--- src/twmt_defines.vh ---
/*
 * Constants for the two-wire master transmitter: register offsets, bit
 * positions, status codes, reset values and bit timing.
 * Assumes a 125 MHz core clock and inclusion by bare name.
 */
`ifndef TWMT_DEFINES_VH
`define TWMT_DEFINES_VH

// ==========================================================
// Register offsets
`define TWMT_OFS_CTRL   2'h0
`define TWMT_OFS_STATUS 2'h1
`define TWMT_OFS_DATA   2'h2

// ==========================================================
// Control bit positions
`define TWMT_B_FLAG  7
`define TWMT_B_ACK   6
`define TWMT_B_START 5
`define TWMT_B_STOP  4
`define TWMT_B_WCOL  3
`define TWMT_B_EN    2
`define TWMT_B_IE    0

// ==========================================================
// Status codes and reset values
`define TWMT_ST_START   8'h08
`define TWMT_ST_RSTART  8'h10
`define TWMT_ST_AW_ACK  8'h18
`define TWMT_ST_AW_NACK 8'h20
`define TWMT_ST_D_ACK   8'h28
`define TWMT_ST_D_NACK  8'h30
`define TWMT_ST_LOST    8'h38
`define TWMT_ST_AR_ACK  8'h40
`define TWMT_ST_AR_NACK 8'h48
`define TWMT_ST_NONE    8'hf8
`define TWMT_RST_DATA   8'hff

// ==========================================================
// Bit timing: four quarter steps per bit
`define TWMT_CLK_MHZ     125
`define TWMT_BIT_NS      10000
`define TWMT_QTR_CYCLES  ((`TWMT_BIT_NS * `TWMT_CLK_MHZ) / 4000)

`endif

--- src/twmt_tick_gen.v ---
/*
 * Quarter-bit enable divider for the two-wire master.
 * Assumes one clock; the tick is a one-cycle enable pulse.
 */
`timescale 1ns/1ps
module twmt_tick_gen #(
	parameter DIV = 312,
	parameter CW  = 16
) (
	// Clock and reset
	input  wire          clk_i,
	input  wire          rst_i,
	// Control and tick
	input  wire          run_i,
	output reg           tick_o
);
	reg  [CW-1:0] cnt_reg;

	// ==========================================================
	// Divider
	// Restarting while idle keeps the first step a full quarter long
	always @(posedge clk_i) begin
		if (rst_i || !run_i) begin
			cnt_reg <= {CW{1'b0}};
			tick_o  <= 1'b0;
		end else if (cnt_reg == DIV[CW-1:0] - 1'b1) begin
			cnt_reg <= {CW{1'b0}};
			tick_o  <= 1'b1;
		end else begin
			cnt_reg <= cnt_reg + 1'b1;
			tick_o  <= 1'b0;
		end
	end
endmodule // twmt_tick_gen

--- src/twmt_master_tx.v ---
/*
 * Two-wire master transmitter: control, status and data registers, START,
 * address, data, repeated START and STOP generation, arbitration loss.
 * Assumes bus inputs synchronous to CORE_CLK_I and external pull-ups.
 */
// Design decisions made here: strobed register access and the address map.
`timescale 1ns/1ps
`include "twmt_defines.vh"
module twmt_master_tx #(
	parameter QTR_DIV = `TWMT_QTR_CYCLES
) (
	// Clock and reset
	input  wire       CORE_CLK_I,
	input  wire       SYS_RST_I,
	// Register port
	input  wire [1:0] ADDR_I,
	input  wire [7:0] WDATA_I,
	input  wire       WR_I,
	input  wire       RD_I,
	output reg  [7:0] RDATA_O,
	// Interrupt request
	output wire       IRQ_O,
	// Serial clock pin
	input  wire       SCL_I,
	output wire       SCL_O,
	output wire       SCL_OE_O,
	// Serial data pin
	input  wire       SDA_I,
	output wire       SDA_O,
	output wire       SDA_OE_O
);
	// ==========================================================
	// States
	localparam S_IDLE  = 7'h01;
	localparam S_WAIT  = 7'h02;
	localparam S_START = 7'h04;
	localparam S_HOLD  = 7'h08;
	localparam S_BYTE  = 7'h10;
	localparam S_ACK   = 7'h20;
	localparam S_STOP  = 7'h40;

	reg  [6:0] state_reg;
	reg  [1:0] phase_reg;
	reg  [2:0] bit_reg;
	reg  [7:0] shift_reg;
	reg  [7:0] data_reg;
	reg  [7:0] status_reg;
	reg        flag_reg;
	reg        ack_enable_reg;
	reg        start_reg;
	reg        stop_reg;
	reg        wcol_reg;
	reg        en_reg;
	reg        ie_reg;
	reg        addr_byte_reg;
	reg        rep_reg;
	reg        recv_mode_reg;
	reg        scl_oe_reg;
	reg        sda_oe_reg;
	reg        busy_reg;
	reg        scl_q_reg;
	reg        sda_q_reg;
	wire       tick;
	wire       step;
	wire       wr_ctrl;
	wire       wr_data;

	assign wr_ctrl  = WR_I && (ADDR_I == `TWMT_OFS_CTRL);
	assign wr_data  = WR_I && (ADDR_I == `TWMT_OFS_DATA);
	assign IRQ_O    = flag_reg & ie_reg;
	assign SCL_O    = 1'b0;
	assign SDA_O    = 1'b0;
	assign SCL_OE_O = scl_oe_reg;
	assign SDA_OE_O = sda_oe_reg;

	// ==========================================================
	// Bit timing
	twmt_tick_gen #(
		.DIV (QTR_DIV),
		.CW  (16)
	) u_tick (
		.clk_i  (CORE_CLK_I),
		.rst_i  (SYS_RST_I),
		.run_i  (en_reg),
		.tick_o (tick)
	);

	// Released clock must read high before moving on: slave stretching
	assign step = tick && (scl_oe_reg || SCL_I);

	// ==========================================================
	// Bus free monitor
	always @(posedge CORE_CLK_I) begin
		if (SYS_RST_I) begin
			scl_q_reg <= 1'b1;
			sda_q_reg <= 1'b1;
			busy_reg  <= 1'b0;
		end else begin
			scl_q_reg <= SCL_I;
			sda_q_reg <= SDA_I;
			if (!en_reg)
				busy_reg <= 1'b0;
			else if (scl_q_reg && SCL_I && sda_q_reg && !SDA_I)
				busy_reg <= 1'b1;
			else if (scl_q_reg && SCL_I && !sda_q_reg && SDA_I)
				busy_reg <= 1'b0;
		end
	end

	// ==========================================================
	// Read port: data valid only in the cycle after the strobe
	always @(posedge CORE_CLK_I) begin
		if (SYS_RST_I || !RD_I) begin
			RDATA_O <= 8'h00;
		end else if (ADDR_I == `TWMT_OFS_CTRL) begin
			RDATA_O <= {flag_reg, ack_enable_reg, start_reg, stop_reg,
				wcol_reg, en_reg, 1'b0, ie_reg};
		end else if (ADDR_I == `TWMT_OFS_STATUS) begin
			RDATA_O <= {status_reg[7:3], 3'h0};
		end else if (ADDR_I == `TWMT_OFS_DATA) begin
			RDATA_O <= data_reg;
		end else begin
			RDATA_O <= 8'h00;
		end
	end

	// ==========================================================
	// Registers and sequencer
	// Hardware flag set comes last so it wins over a same-cycle clear
	always @(posedge CORE_CLK_I) begin
		if (SYS_RST_I) begin
			state_reg      <= S_IDLE;
			phase_reg      <= 2'h0;
			bit_reg        <= 3'h7;
			shift_reg      <= 8'h00;
			data_reg       <= `TWMT_RST_DATA;
			status_reg     <= `TWMT_ST_NONE;
			flag_reg       <= 1'b0;
			ack_enable_reg <= 1'b0;
			start_reg      <= 1'b0;
			stop_reg       <= 1'b0;
			wcol_reg       <= 1'b0;
			en_reg         <= 1'b0;
			ie_reg         <= 1'b0;
			addr_byte_reg  <= 1'b0;
			rep_reg        <= 1'b0;
			recv_mode_reg  <= 1'b0;
			scl_oe_reg     <= 1'b0;
			sda_oe_reg     <= 1'b0;
		end else begin
			if (wr_ctrl) begin
				if (WDATA_I[`TWMT_B_FLAG])
					flag_reg <= 1'b0;
				ack_enable_reg <= WDATA_I[`TWMT_B_ACK];
				start_reg      <= WDATA_I[`TWMT_B_START];
				stop_reg       <= WDATA_I[`TWMT_B_STOP];
				en_reg         <= WDATA_I[`TWMT_B_EN];
				ie_reg         <= WDATA_I[`TWMT_B_IE];
			end
			if (wr_data) begin
				if (flag_reg) begin
					data_reg <= WDATA_I;
					wcol_reg <= 1'b0;
				end else begin
					wcol_reg <= 1'b1;
				end
			end
			if (step)
				phase_reg <= phase_reg + 2'h1;
			if (!en_reg) begin
				// Disabled: release the bus and forget the transfer
				state_reg  <= S_IDLE;
				phase_reg  <= 2'h0;
				scl_oe_reg <= 1'b0;
				sda_oe_reg <= 1'b0;
				rep_reg    <= 1'b0;
			end else begin
				case (state_reg)
				S_IDLE: begin
					phase_reg  <= 2'h0;
					scl_oe_reg <= 1'b0;
					sda_oe_reg <= 1'b0;
					// Also the released state after a lost arbitration
					if (start_reg && !flag_reg)
						state_reg <= S_WAIT;
				end
				S_WAIT: begin
					phase_reg <= 2'h0;
					if (step && !busy_reg) begin
						state_reg <= S_START;
						rep_reg   <= 1'b0;
					end
				end
				S_START: begin
					if (step) begin
						case (phase_reg)
						2'h0: sda_oe_reg <= 1'b0;
						2'h1: scl_oe_reg <= 1'b0;
						2'h2: sda_oe_reg <= 1'b1;
						default: begin
							scl_oe_reg    <= 1'b1;
							state_reg     <= S_HOLD;
							addr_byte_reg <= 1'b1;
							flag_reg      <= 1'b1;
							status_reg    <= rep_reg ? `TWMT_ST_RSTART
								: `TWMT_ST_START;
						end
						endcase
					end
				end
				S_HOLD: begin
					// Clock held low by the master until software clears
					phase_reg  <= 2'h0;
					scl_oe_reg <= 1'b1;
					if (!flag_reg) begin
						if (stop_reg) begin
							state_reg <= S_STOP;
						end else if (start_reg) begin
							state_reg <= S_START;
							rep_reg   <= 1'b1;
						end else begin
							state_reg <= S_BYTE;
							shift_reg <= data_reg;
							bit_reg   <= 3'h7;
						end
					end
				end
				S_BYTE: begin
					if (step) begin
						case (phase_reg)
						// Receive mode leaves the data line to the slave
						2'h0: sda_oe_reg <= ~shift_reg[7] & ~recv_mode_reg;
						2'h1: scl_oe_reg <= 1'b0;
						2'h2: begin
							if (shift_reg[7] && !SDA_I && !recv_mode_reg) begin
								// Another master pulled data low
								state_reg  <= S_IDLE;
								scl_oe_reg <= 1'b0;
								sda_oe_reg <= 1'b0;
								flag_reg   <= 1'b1;
								status_reg <= `TWMT_ST_LOST;
							end
						end
						default: begin
							scl_oe_reg <= 1'b1;
							shift_reg  <= {shift_reg[6:0], 1'b0};
							bit_reg    <= bit_reg - 3'h1;
							if (bit_reg == 3'h0)
								state_reg <= S_ACK;
						end
						endcase
					end
				end
				S_ACK: begin
					if (step) begin
						case (phase_reg)
						2'h0: sda_oe_reg <= 1'b0;
						2'h1: scl_oe_reg <= 1'b0;
						2'h2: begin
							if (!addr_byte_reg)
								status_reg <= SDA_I ? `TWMT_ST_D_NACK
									: `TWMT_ST_D_ACK;
							else if (data_reg[0])
								status_reg <= SDA_I ? `TWMT_ST_AR_NACK
									: `TWMT_ST_AR_ACK;
							else
								status_reg <= SDA_I ? `TWMT_ST_AW_NACK
									: `TWMT_ST_AW_ACK;
						end
						default: begin
							scl_oe_reg <= 1'b1;
							state_reg  <= S_HOLD;
							flag_reg   <= 1'b1;
							if (addr_byte_reg)
								recv_mode_reg <= data_reg[0];
							addr_byte_reg <= 1'b0;
						end
						endcase
					end
				end
				S_STOP: begin
					if (step) begin
						case (phase_reg)
						2'h0: sda_oe_reg <= 1'b1;
						2'h1: scl_oe_reg <= 1'b0;
						2'h2: sda_oe_reg <= 1'b0;
						default: begin
							stop_reg      <= 1'b0;
							status_reg    <= `TWMT_ST_NONE;
							recv_mode_reg <= 1'b0;
							// Start still requested: STOP then fresh START
							state_reg <= start_reg ? S_WAIT : S_IDLE;
						end
						endcase
					end
				end
				default: begin
					state_reg <= S_IDLE;
				end
				endcase
			end
		end
	end
endmodule // twmt_master_tx

--- config.mk ---
export PLATFORM = sky130hd
export DESIGN_NAME = twmt_master_tx
export DESIGN_NICKNAME = d
export VERILOG_FILES = /design/src/twmt_tick_gen.v /design/src/twmt_master_tx.v
export VERILOG_INCLUDE_DIRS = /design/src
export SDC_FILE = /design/constraint.sdc
export NUM_CORES = 1
export LEC_CHECK = 0
export ABC_AREA = 1
export ABC_CLOCK_PERIOD_IN_PS = 2240
export BUFFER_PORTS_ARGS = -buffer_cell sky130_fd_sc_hd__buf_4
export CAP_MARGIN = 10
export CELL_PAD_IN_SITES_DETAIL_PLACEMENT = 0
export CELL_PAD_IN_SITES_GLOBAL_PLACEMENT = 1
export CORE_ASPECT_RATIO = 0.75
export CORE_UTILIZATION = 45
export CTS_BUF_LIST = sky130_fd_sc_hd__clkbuf_8
export DETAILED_ROUTE_END_ITERATION = 8
export GPL_TIMING_DRIVEN = 0
export HOLD_SLACK_MARGIN = 0.06
export PLACE_DENSITY_LB_ADDON = 0.12
export SYNTH_ARGS = -nofsm -noshare
export SYNTH_HDL_FRONTEND = slang
export SYNTH_SLANG_ARGS = --single-unit
export TNS_END_PERCENT = 10
--- constraint.sdc ---
create_clock -name CORE_CLK_I -period 2.24 [get_ports CORE_CLK_I]
set_input_delay 0.224 -clock CORE_CLK_I [delete_from_list [all_inputs] [get_ports CORE_CLK_I]]
set_output_delay 0.224 -clock CORE_CLK_I [all_outputs]
set_load 0.01 [all_outputs]
==> impl_summary.txt <==
----------------------------------------------------
[Setup path]
  Critical-path cell list ... ha_1 -> nand3_1 -> nor4_1 -> nand3_1 -> nand2_1 -> buf_2 -> a21oi_1
  Cell repeated most along the worst path ... sky130_fd_sc_hd__nand3_1
  Critical Path Max Stage Delay ... 400 ps
  Start-to-end type of the worst setup path ... flip-flop to flip-flop
  Worst reg2reg path depth ... 7
  Path length in cells of the critical path ... 7
  Element type at the critical path end ... flip-flop
  Cell family contributing the most delay on the critical path ... simple AND/OR/NAND/NOR gates
  Buffering stage count on the worst path with inverters included ... 1
  Startpoint Class ... flip-flop
  Critical Path Fanout Max ... 10
  Data arrival at the endpoint of the critical path ... 2090 ps
  Slowest-stage cell, CP ... sky130_fd_sc_hd__dfxtp_1
  Data required time at the worst endpoint ... 2480 ps

[Yosys]
  Yosys Warn Count ... 0
  Number of storage elements in the synthesis netlist ... 73
  Cell variety after synth ... 40
  Leading post-synthesis cells by cell area ... sky130_fd_sc_hd__dfxtp_1 38%, sky130_fd_sc_hd__nand2_1 13%, sky130_fd_sc_hd__nor2_1 8.0%, sky130_fd_sc_hd__nand3_1 7.2%, sky130_fd_sc_hd__inv_1 6.3%
  Leading cell type by number of instances after synthesis ... sky130_fd_sc_hd__nand2_1
  Synth async-reset ratio ... 0%
  Most numerous cell types in the synthesized netlist ... 128 x sky130_fd_sc_hd__nand2_1, 82 x sky130_fd_sc_hd__nor2_1, 73 x sky130_fd_sc_hd__dfxtp_1
  Mapped Cells ... 563
  Post-synthesis instance area ... 0.00382 mm2
  Sequential cell area fraction in the yosys report ... 38.2%
  Post-synth EDFFs ... 0
  Largest area contributor in the synthesized netlist ... sky130_fd_sc_hd__dfxtp_1
  Post-Synthesis Mean Instance Area ... 6.79 um2
  Post-synth top area share ... 38.2%
  Most common flop cell mapped by yosys ... sky130_fd_sc_hd__dfxtp_1

[Pwr]
  Total Power ... 2.57 mW
  Share of power burned in registers ... 51.5%
  Worst vdd ir ... 0.000667 V
  Clock Power Share ... 42.1%
  Internal cell power ... 1.92 mW
  Switch share ... 25.2%
  Switching power of the nets ... 0.647 mW
  P per Cell Area ... 589 mW/mm2
  Reported leakage power ... 2.04 nW
  Combinational Power Share ... 6.5%

[Global route]
  Met2 demand-to-capacity share in global routing ... 33.6%
  Met3 usage ... 6.11%
  Routing usage on met1 ... 34.1%
  Number of global-route vias before repair ... 3227
  Global route overflow ... 0
  Antenna violations before repair ... 0
  Combined global-route utilization of all metal layers ... 23.4%
  Busiest grt layer ... met1
  Global-route wire length before repair ... 15600 um
  Maximum number of pins on one net before global-route repair ... 14

[Placed design]
  Total placed instance area ... 0.00415 mm2
  I/O Buffers ... 26
  Placed Instances ... 695
  Global placement routability congestion ... 0.921
  HPWL Detailed ... 7490 um

[Timing]
  Max_slew headroom ... 62.0%
  Number of slew-limit violations in the final report ... 0
  RSZ-0062 raised after global routing ... false
  Number of hold-slack violations in the final timing report ... 0
  Min Tclk post-route ... 1850 ps
  Actual slew at the worst max-slew pin ... 568 ps
  Final setup skew ... 13.5 ps
  Share of the clock period used by the worst path ... 82.6%
  Maximum frequency from static timing analysis ... 541 MHz
  Endpoints failing setup ... 0
  Post-route setup TNS ... 0 ps

[Status]
  Status ... complete, no violations

[Floorplan]
  Starting Density ... 47.5%
  Top-level I/O count ... 29
  Die Wd ... 108 um
  Height of the chip ... 81.8 um
  Number of cell rows ... 28
  Placeable core area ... 0.00806 mm2
  Die area ... 0.00887 mm2

[Clock tree]
  Total clock buffers created by CTS ... 9
  Clock transition at the register clock pins on the worst setup and hold paths after CTS ... 90 ps
  Hold-fix buffer count after cts ... 0
  Count of H-tree levels built during CTS ... 3
  CTS tree ... built
  Post CTS Setup Buffer Count ... 0
  Library cell used as clock root buffer ... sky130_fd_sc_hd__clkbuf_8
  Post-cts resize count ... 0
  Worst-case clock buffer depth ... 2
  Number of clock sinks seen by CTS ... 73
  Clock latency on the worst-skew pair ... 370 ps

[Detailed routing]
  Detailed Routing Iterations Pass 1 ... 5
  Initial drt markers ... 174
  Drt via density ... 5.01
  Detailed-route via count ... 3559
  Drc violations ... 0
  Sum of routed wire length over all layers ... 9670 um
  Drt wl/cell ... 13.6 um
  Post-route antenna net violation count ... 0

[Finish]
  Max reg flops ... 16
  Relative area change from synthesis to final layout ... 14.0%
  Count of non-filler cells in the finished layout ... 711
  Final design instance area without fill ... 0.00436 mm2
  ANT cells ... 0
  Count of nets after finishing ... 626
  Fraction of layout instances using a drive strength above 1 ... 15.2%

[Min path]
  Class of the worst hold path ... input port to flip-flop
  Number of stages on the worst hold path ... 3

[Flow run]
  Maxcap violations ... 0

----------------------------------------------------
layout by cell type (no fill, tap or decap), drive strengths merged, types with 2 or more instances in the layout:
master    instances
o31ai             2
nor3             10
o211ai            2
clkbuf           14
buf              33
dfxtp            73
o21ai            28
nand4             5
nor4              3
ha                9
a211oi            2
nand2           141
nor2             91
o221ai            2
xor2              3
nand3            57
or2               2
a21oi            33
nand3b            3
inv              77
conb              2
nor3b             2
clkinvlp          3
cell families (layout without fill, tap and decap cells):
family | Yosys count | count (layout) | synth area share [%]
buf+inv | 87 | 129 | 9.29
compound gates | 74 | 74 | 11.2
flops | 73 | 73 | 38.2
other cells | 1 | 2 | 0.0981
fa+ha+maj | 9 | 9 | 2.95
xor+xnor | 4 | 4 | 0.916
simple gates | 314 | 314 | 37.0
mux | 1 | 1 | 0.262
power by group through the flow:
| stage | registers [mW] | logic, mW | clock network, mW |
|---|---|---|---|
| 6_report | 1.32 | 0.166 | 1.08 |
| 5_1_grt | 1.32 | 0.189 | 1.16 |
| 4_1_cts | 1.32 | 0.166 | 1.11 |
| 3_5_place_dp | 1.35 | 0.165 | 0 |
| 3_3_place_gp | 1.35 | 0.164 | 0 |
| 2_1_floorplan | 1.35 | 0.101 | 0 |
stage by stage:
step | hold slack (ps) | setup slack, ps | utilization, %
finish | 72.0 | 390 | 54.1
global placement | 440 | 380 | 51.6
CTS | 60.6 | 366 | 54.1
detailed placement | 448 | 402 | 51.6
floorplan | 324 | 697 | -
global route | 71.9 | 117 | 54.1
worst paths after layout:
path / from / endpoint / slack [ps]
worst max register to register: u_tick.cnt_reg[0] / u_tick.cnt_reg[5] / 390
worst max-delay path: u_tick.cnt_reg[0] / u_tick.cnt_reg[5] / 390
worst min register to register: status_reg[6] / status_reg[6] / 470
worst min-delay path: WDATA_I[1] / data_reg[1] / 70
area by class of cell:
type | instances | area (um2)
Fill cell | 825 | 3700
Multi-Input combinational cell | 404 | 2010
Sequential cell | 73 | 1460
Inverter | 76 | 285
Timing Repair Buffer | 26 | 195
Clock buffer | 10 | 138
Tap cell | 105 | 131
Buffer | 11 | 70.1
Clock inverter | 6 | 66.3
worst min-delay path, stage by stage:
cell and delay [ps]:
sky130_fd_sc_hd__buf_4 80, sky130_fd_sc_hd__a21oi_1 50, sky130_fd_sc_hd__o21ai_0 60
metal layers:
| layer | vias to the layer above | wire, um |
|---|---|---|
| li1 | 1883 | - |
| met1 | 1567 | 5000 |
| met2 | 101 | 3950 |
| met3 | 8 | 656 |
| met4 | 0 | 67 |
| met5 | - | 0 |
No activity file was read; power rests on OpenSTA's default activity.
